==> src/rfat_pkg.sv <==
// Purpose: shared types and constants for the register field access bank
// Assumes: one register word of RFAT_DW bits, per-bit access type codes
// Notes:   type codes are packed RFAT_TW bits per register bit, bit 0 lowest
package rfat_pkg;

  localparam int RFAT_DW = 32;
  localparam int RFAT_TW = 3;

  // field access kinds, one code per register bit
  typedef enum logic [2:0] {
    RFAT_RSVD = 3'h0,
    RFAT_RO   = 3'h1,
    RFAT_RW   = 3'h2,
    RFAT_RC   = 3'h3,
    RFAT_RW1C = 3'h4,
    RFAT_W1C  = 3'h5,
    RFAT_RW1S = 3'h6,
    RFAT_WO   = 3'h7
  } rfat_ftype_t;

  // default layout: nibbles 7..0 hold WO, RW1S, W1C, RW1C, RC, RW, RO, reserved
  localparam logic [RFAT_DW*RFAT_TW-1:0] RFAT_DEF_TYPES = {
    {4{RFAT_WO}},   {4{RFAT_RW1S}}, {4{RFAT_W1C}}, {4{RFAT_RW1C}},
    {4{RFAT_RC}},   {4{RFAT_RW}},   {4{RFAT_RO}},  {4{RFAT_RSVD}}
  };

  localparam logic [RFAT_DW-1:0] RFAT_DEF_RESET = 32'h0300_0A00;
  localparam logic [RFAT_DW-1:0] RFAT_ZERO      = 32'h0000_0000;

  typedef struct packed {
    logic               rd;
    logic               wr;
    logic [RFAT_DW-1:0] wdata;
  } rfat_req_t;

  typedef struct packed {
    logic [RFAT_DW-1:0] set;
    logic [RFAT_DW-1:0] clr;
    logic [RFAT_DW-1:0] ro;
  } rfat_hw_t;

  typedef struct packed {
    logic [RFAT_DW-1:0] value;
    logic [RFAT_DW-1:0] rdata;
    logic               rvalid;
  } rfat_state_t;

endpackage : rfat_pkg

==> src/rfat_bank.sv <==
// Purpose: one register word whose bits each follow a chosen access kind
// Assumes: read and write strobes are one-cycle pulses on clk_sys
// Notes:   read data appears one cycle after the read strobe
//
// Behaviour
// - read-to-clear returns value, then clears it
// - read/write bits store and return written data
// - write one clears, zero keeps the bit
// - writing back read status clears only those
// - write-only clear bits clear, read as zero
// - write one sets, zero keeps, bit readable
// - write-only bits store writes, read as zero
// - every field with storage takes its reset value
// - zero reset bits clear at reset
// - one reset bits set at reset, except read-only and reserved bits
// - reserved bits read as zero
`timescale 1ns/1ps

module rfat_bank
  import rfat_pkg::*;
#(
  parameter logic [RFAT_DW*RFAT_TW-1:0] FIELD_TYPES = RFAT_DEF_TYPES,
  parameter logic [RFAT_DW-1:0]         RESET_VAL   = RFAT_DEF_RESET
) (
  input  wire logic               clk_sys,
  input  wire logic               nrst,
  input  wire rfat_req_t          req,
  input  wire rfat_hw_t           hw_in,
  output wire logic [RFAT_DW-1:0] rdata,
  output wire logic               rvalid,
  output wire logic [RFAT_DW-1:0] field_out
);

  function automatic logic [RFAT_DW-1:0] type_mask(input rfat_ftype_t t);
    logic [RFAT_DW-1:0] m;
    m = RFAT_ZERO;
    for (int i = 0; i < RFAT_DW; i++) begin
      m[i] = (FIELD_TYPES[i*RFAT_TW +: RFAT_TW] == t);
    end
    return m;
  endfunction : type_mask

  localparam logic [RFAT_DW-1:0] M_RSVD = type_mask(RFAT_RSVD);
  localparam logic [RFAT_DW-1:0] M_RO   = type_mask(RFAT_RO);
  localparam logic [RFAT_DW-1:0] M_RW   = type_mask(RFAT_RW);
  localparam logic [RFAT_DW-1:0] M_RC   = type_mask(RFAT_RC);
  localparam logic [RFAT_DW-1:0] M_RW1C = type_mask(RFAT_RW1C);
  localparam logic [RFAT_DW-1:0] M_W1C  = type_mask(RFAT_W1C);
  localparam logic [RFAT_DW-1:0] M_RW1S = type_mask(RFAT_RW1S);
  localparam logic [RFAT_DW-1:0] M_WO   = type_mask(RFAT_WO);
  localparam logic [RFAT_DW-1:0] M_SET  = M_RC | M_RW1C | M_W1C;
  localparam logic [RFAT_DW-1:0] M_NOST = M_RO | M_RSVD;
  // no storage behind read-only and reserved bits, so they reset to zero
  localparam logic [RFAT_DW-1:0] RESET_EFF = RESET_VAL & ~M_NOST;

  // returns {next stored value, read value} for one bit
  function automatic logic [1:0] bit_eval(
    input rfat_ftype_t ft,
    input logic        cur,
    input logic        rd,
    input logic        wr,
    input logic        wd,
    input logic        hset,
    input logic        hclr,
    input logic        hro
  );
    logic nxt;
    logic rv;
    nxt = cur;
    rv  = cur;
    unique case (ft)
      RFAT_RSVD: begin
        nxt = 1'b0;
        rv  = 1'b0;
      end
      RFAT_RO: begin
        nxt = 1'b0;
        rv  = hro;
      end
      RFAT_RW: begin
        nxt = wr ? wd : cur;
      end
      RFAT_RC: begin
        // clear after read
        // hardware set wins over the read clear so no event is lost
        nxt = hset | (cur & ~rd);
      end
      RFAT_RW1C: begin
        nxt = hset | (cur & ~(wr & wd));
      end
      RFAT_W1C: begin
        nxt = hset | (cur & ~(wr & wd));
        rv  = 1'b0;
      end
      RFAT_RW1S: begin
        // one sets bit
        // software set beats a hardware clear in the same cycle
        nxt = (wr & wd) | (cur & ~hclr);
      end
      RFAT_WO: begin
        nxt = wr ? wd : cur;
        rv  = 1'b0;
      end
    endcase
    return {nxt, rv};
  endfunction : bit_eval

  rfat_state_t        state_reg;
  rfat_state_t        state_next;
  logic [RFAT_DW-1:0] bit_next;
  logic [RFAT_DW-1:0] bit_rd;

  for (genvar i = 0; i < RFAT_DW; i++) begin : g_bit
    localparam rfat_ftype_t FT = rfat_ftype_t'(FIELD_TYPES[i*RFAT_TW +: RFAT_TW]);
    assign {bit_next[i], bit_rd[i]} = bit_eval(FT, state_reg.value[i], req.rd,
                                               req.wr, req.wdata[i], hw_in.set[i],
                                               hw_in.clr[i], hw_in.ro[i]);
  end

  always_comb begin
    state_next        = state_reg;
    state_next.value  = bit_next;
    state_next.rvalid = req.rd;
    // read data holds until the next read
    if (req.rd) begin
      state_next.rdata = bit_rd;
    end
  end

  always_ff @(posedge clk_sys or negedge nrst) begin
    if (!nrst) begin
      state_reg <= '{value: RESET_EFF, rdata: RFAT_ZERO, rvalid: 1'b0};
    end else begin
      state_reg <= state_next;
    end
  end

  assign rdata     = state_reg.rdata;
  assign rvalid    = state_reg.rvalid;
  assign field_out = state_reg.value;
endmodule : rfat_bank

==> config.mk <==
export PLATFORM = sky130hd
export DESIGN_NAME = rfat_bank
export DESIGN_NICKNAME = d
export VERILOG_FILES = /design/src/rfat_pkg.sv /design/src/rfat_bank.sv
export SDC_FILE = /design/constraint.sdc
export NUM_CORES = 1
export LEC_CHECK = 0
export ABC_AREA = 1
export BUFFER_PORTS_ARGS = -buffer_cell sky130_fd_sc_hd__buf_2
export CAP_MARGIN = 20
export CELL_PAD_IN_SITES_DETAIL_PLACEMENT = 0
export CELL_PAD_IN_SITES_GLOBAL_PLACEMENT = 2
export CORE_AREA = 5 5 114 116
export DETAILED_ROUTE_END_ITERATION = 10
export DIE_AREA = 0 0 119 121
export GPL_ROUTABILITY_DRIVEN = 0
export GPL_TIMING_DRIVEN = 1
export HOLD_SLACK_MARGIN = 0.12
export PLACE_DENSITY = 0.85
export SLEW_MARGIN = 20
export SYNTH_ARGS = -nofsm -noshare
export SYNTH_HDL_FRONTEND = slang
export SYNTH_SLANG_ARGS = --single-unit
==> constraint.sdc <==
create_clock -name clk_sys -period 0.9 [get_ports clk_sys]
set_input_delay 0.135 -clock clk_sys [delete_from_list [all_inputs] [get_ports clk_sys]]
set_output_delay 0.135 -clock clk_sys [all_outputs]
set_load 0.05 [all_outputs]
== Word-level counts from Yosys, hierarchy flattened ==
Cells that the tools add are included.
Cells by class
  bitwise gates (word level): 57
Operators by type and width (number)
  $and A1 B1 Y1: 28
  $or A1 B1 Y1: 16
  $not A1 Y1: 13
Word-level totals
  logic and storage cells: 61
  register bits after elaboration: 45
  bits of input ports: 132

== Depth between registers and ports, before layout ==
  word-level depth: 4
  mapped depth: 4
  gate-level depth less buffers: 3

== Worst setup path after synthesis ==
No wires, ideal clock.
  path type: reg2reg
  start: reg state_reg (netlist bit field_out[25])
  end: reg state_reg (netlist bit field_out[25])
  slack: -42 ps
  period minus slack after synthesis: 942 ps
  stages on the path, launching flop included: 3
  path buffers: 0
  arrival: 863 ps
  setup time: 79 ps
  required time: 821 ps
  cell sequence: dfstp_2 inv_1 o21ai_0
On the way
  longest elaborated chain between the ends: 2
Ends and longest elaborated chain
  from (decl): RTL line rfat_bank.sv:108  | rfat_state_t state_reg;
  from (signal assigned): RTL line rfat_bank.sv:132  | state_reg <= '{value: RESET_EFF, rdata: RFAT_ZERO, rvalid: 1'b0};
  from (signal assigned): RTL line rfat_bank.sv:134  | state_reg <= state_next;
  $and A1 B1 Y1: RTL line rfat_bank.sv:98  | nxt = (wr & wd) | (cur & ~hclr);
  $or A1 B1 Y1: RTL line rfat_bank.sv:98
  via bit_next[25]: RTL line rfat_bank.sv:110  | logic [RFAT_DW-1:0] bit_next;
The timed path passes the listed nets, and every way through them passes these cells.
A chain may end at the register's enable or synchronous reset.

== Worst setup path in the final report ==
  start: reg state_reg (netlist bit field_out[24])
  end: out field_out[24]
RTL lines
  to (decl): RTL line rfat_bank.sv:31  | output wire logic [RFAT_DW-1:0] field_out
No word-level cell between the ends.

==> flow_summary.ini <==
[outcome]
outcome = finished with violations
violations = setup timing

[placement]
io_buffers = 88
hpwl_um = 3930
pre_cts_ws_ns = -0.00310

[worst_setup_path]
path_class = flip-flop to output port
crit_fanout = 2
r2r-end = rdata[10]
timing.rr.start = field_out[10]
critPathTopFamily = flip-flops
critical_path_required_ns = 0.76
critPathMaxStageDelay_ns = 0.55
cp_num_buf_inv = 1
startpoint_type = flip-flop
end_kind = output port
cp.arrival_ns = 0.98
rr_worst_depth = 4
path_cells = buf_8
slowest_stage = dfstp_2
rrSetupSlack_ns = 0.03

[final_layout]
drive_gt1_share_pct = 45.3
seqCellArea_sq_um = 1130
multi_input_area_sq_um = 593
areaGrowthSynthToFinish_pct = 78.6
fill_cells = 1208
antennaDiodeCount = 0
layout.nets = 504

[clock_network]
cts_buffer_depth = 2
h-tree-depth = 2
clockRootBuffer = clkbuf_16
cts.reportedPaths.clkPinSlew_ns = 0.06
cts_sinks = 45
cts_made_buffers = 5
clock_latency_ns = 0.28
cts_tree = done

[logic_synthesis]
avgSynthCellArea_sq_um = 9.91
yosysTopAreaCellShare_pct = 49.3
yosys_warnings = 0
syn_inst = 210
synth_cell_type_count = 12
yosysSeqAreaShare_pct = 54.3
synth_area_leaders = dfrtp_1 (49%), o21ai_2 (11%), nand2_1 (10%)
synthesis.area_sq_um = 2080
yosys.area.top_type = dfrtp_1
ys_seq_elements = 45

[min_path]
hold_depth = 2
hold_end = rvalid
hold_path_class = primary input to flip-flop
min-delay-start = req[33]

[floorplan]
die_h_um = 121
num_rows = 40
core-area_sq_um = 11800
start_util_pct = 17.6
die_x_um = 119
die_area_sq_um = 14400
io_pins = 197

[timing]
rsz0062_at_grt = yes
whs_ns = 0.211
hold_viol = 0
fin_tns_setup_ns = -3.67
slew_viol_final = 0
setup_violations = 45
period_needed_ns = 1.11
timing.fmax_ghz = 0.900
finClkSkew_ns = 0.00221
fin_crit_sh_pct = 123
worst_slack_ns = -0.211

[drt]
post_drt_wl_per_cell_um = 11.0
drcViolationCount = 0
drt-total-wl_um = 5740
drtAntennaViolNets = 0
vias_per_cell = 3.53
dr.pass1.iters = 4
vias = 1834
drt_iter0_drc = 66

[power_and_ir_drop]
p_clk_share_pct = 32.5
p_per_area_nw_per_um2 = 1780
ir_drop_uv = 708
power_frac_comb_pct = 32.0
pwr-share-seq_pct = 35.5
p_int_uw = 4450
fin_total_pwr_uw = 6630
power.switching_uw = 2180
p_leak_uw = 0.00192
sw_frac_of_total_pct = 32.9

[job]
drv_cap = 0

[global_route]
antenna_found_initial = 0
grt_max_degree = 29
grt_overflow = 0
grt_pass1_vias = 1784
grt_usage_pct = 7.95
grt_first_pass_wirelength_um = 9080
==> cells by family after synthesis <==
group | count (synthesis) | share of synthesized area [%]
DFF | 45 | 54.3
AOI/OAI and AO/OA | 36 | 14.5
and+or+nand+nor | 56 | 10.1
other | 1 | 0.180
buffers and inverters | 72 | 20.9
==> timing repair <==
action,4_1_cts,5_1_grt
buffers inserted,18,7
endpoints found under the setup margin,45,47
hold buffers,41,0
resized for setup,94,2
hold endpoints to repair,69,0
==> flip-flops by register name, indices dropped and copies added, names as in the netlist <==
signal and flops:
rvalid 1, rdata 20, field_out 24
==> how the worst max path moves through the flow <==
stage / slack [ns] / endpoint / depth (start not counted) / start
after detailed placement: -0.003 / field_out[24] / 1 / field_out[24]
after floorplan: -0.02 / field_out[25] / 2 / field_out[25]
after global routing: -0.25 / field_out[25] / 1 / field_out[25]
after CTS: -0.23 / field_out[24] / 1 / field_out[24]
final: -0.21 / field_out[24] / 1 / field_out[24]
after global placement: -0.00002 / field_out[25] / 1 / field_out[25]
==> per-layer routing <==
metal	up-vias	share of wire (%)	track usage (%)
li1	915	-	-
met1	859	40	9.22
met5	-	0	0
met2	58	53	14.4
met4	0	0.33	1.30
met3	2	5.9	2.66
==> synth_stat cells <==
master and instances:
buf_12 2, buf_4 20, buf_6 3, buf_8 3, conb_1 1, dfrtp_1 41, dfstp_2 4, inv_1 44
nand2_1 56, o21ai_0 6, o21ai_2 26, o21bai_2 4
==> final cells by class <==
class                      count  area share [%]
multi-input combinational    112            15.9
timing repair buffer         164            39.6
sequential                    45            30.4
tap                          147            4.95
clock buffer                   7            3.84
inverter                      44            4.44
clock inverter                 1           0.808
==> cells in the final DEF, fill, tap and decap left out <==
cell type      netlist  routed
nand2_2              0       2
buf_6                3      41
inv_1               44      41
buf_4               20      30
bufinv_16            0       1
o21ai_1              0       1
o21ai_0              6       5
dlygate4sd3_1        0      41
conb_1               1      20
inv_2                0       3
dfstp_2              4       4
buf_12               2       5
clkbuf_16            0       5
nand2_1             56      54
dfrtp_1             41      41
buf_2                0      43
clkbuf_1             0       1
o21ai_2             26      26
clkbuf_8             0       1
o21bai_2             4       4
buf_8                3       4
==> stage by stage <==
| stage | utilization [%] | std cells | cell area (sq um) |
|---|---|---|---|
| CTS | 31.0 | 513 | 3660 |
| global placement | 22.4 | 446 | 2650 |
| detailed placement | 22.4 | 446 | 2650 |
| global route | 31.5 | 520 | 3720 |
| floorplan | - | 229 | 2150 |
| finish | 31.5 | 520 | 3720 |
==> power groups by stage <==
| stage | sequential [uW] | combinational (uW) | clock (uW) |
|---|---|---|---|
| 2_1_floorplan | 3000 | 602 | 0 |
| 3_3_place_gp | 2350 | 1600 | 0 |
| 3_5_place_dp | 2360 | 1610 | 0 |
| 4_1_cts | 2360 | 2100 | 2260 |
| 5_1_grt | 2380 | 2260 | 2320 |
| 6_report | 2350 | 2120 | 2160 |
No activity file was read; power rests on OpenSTA's default activity.
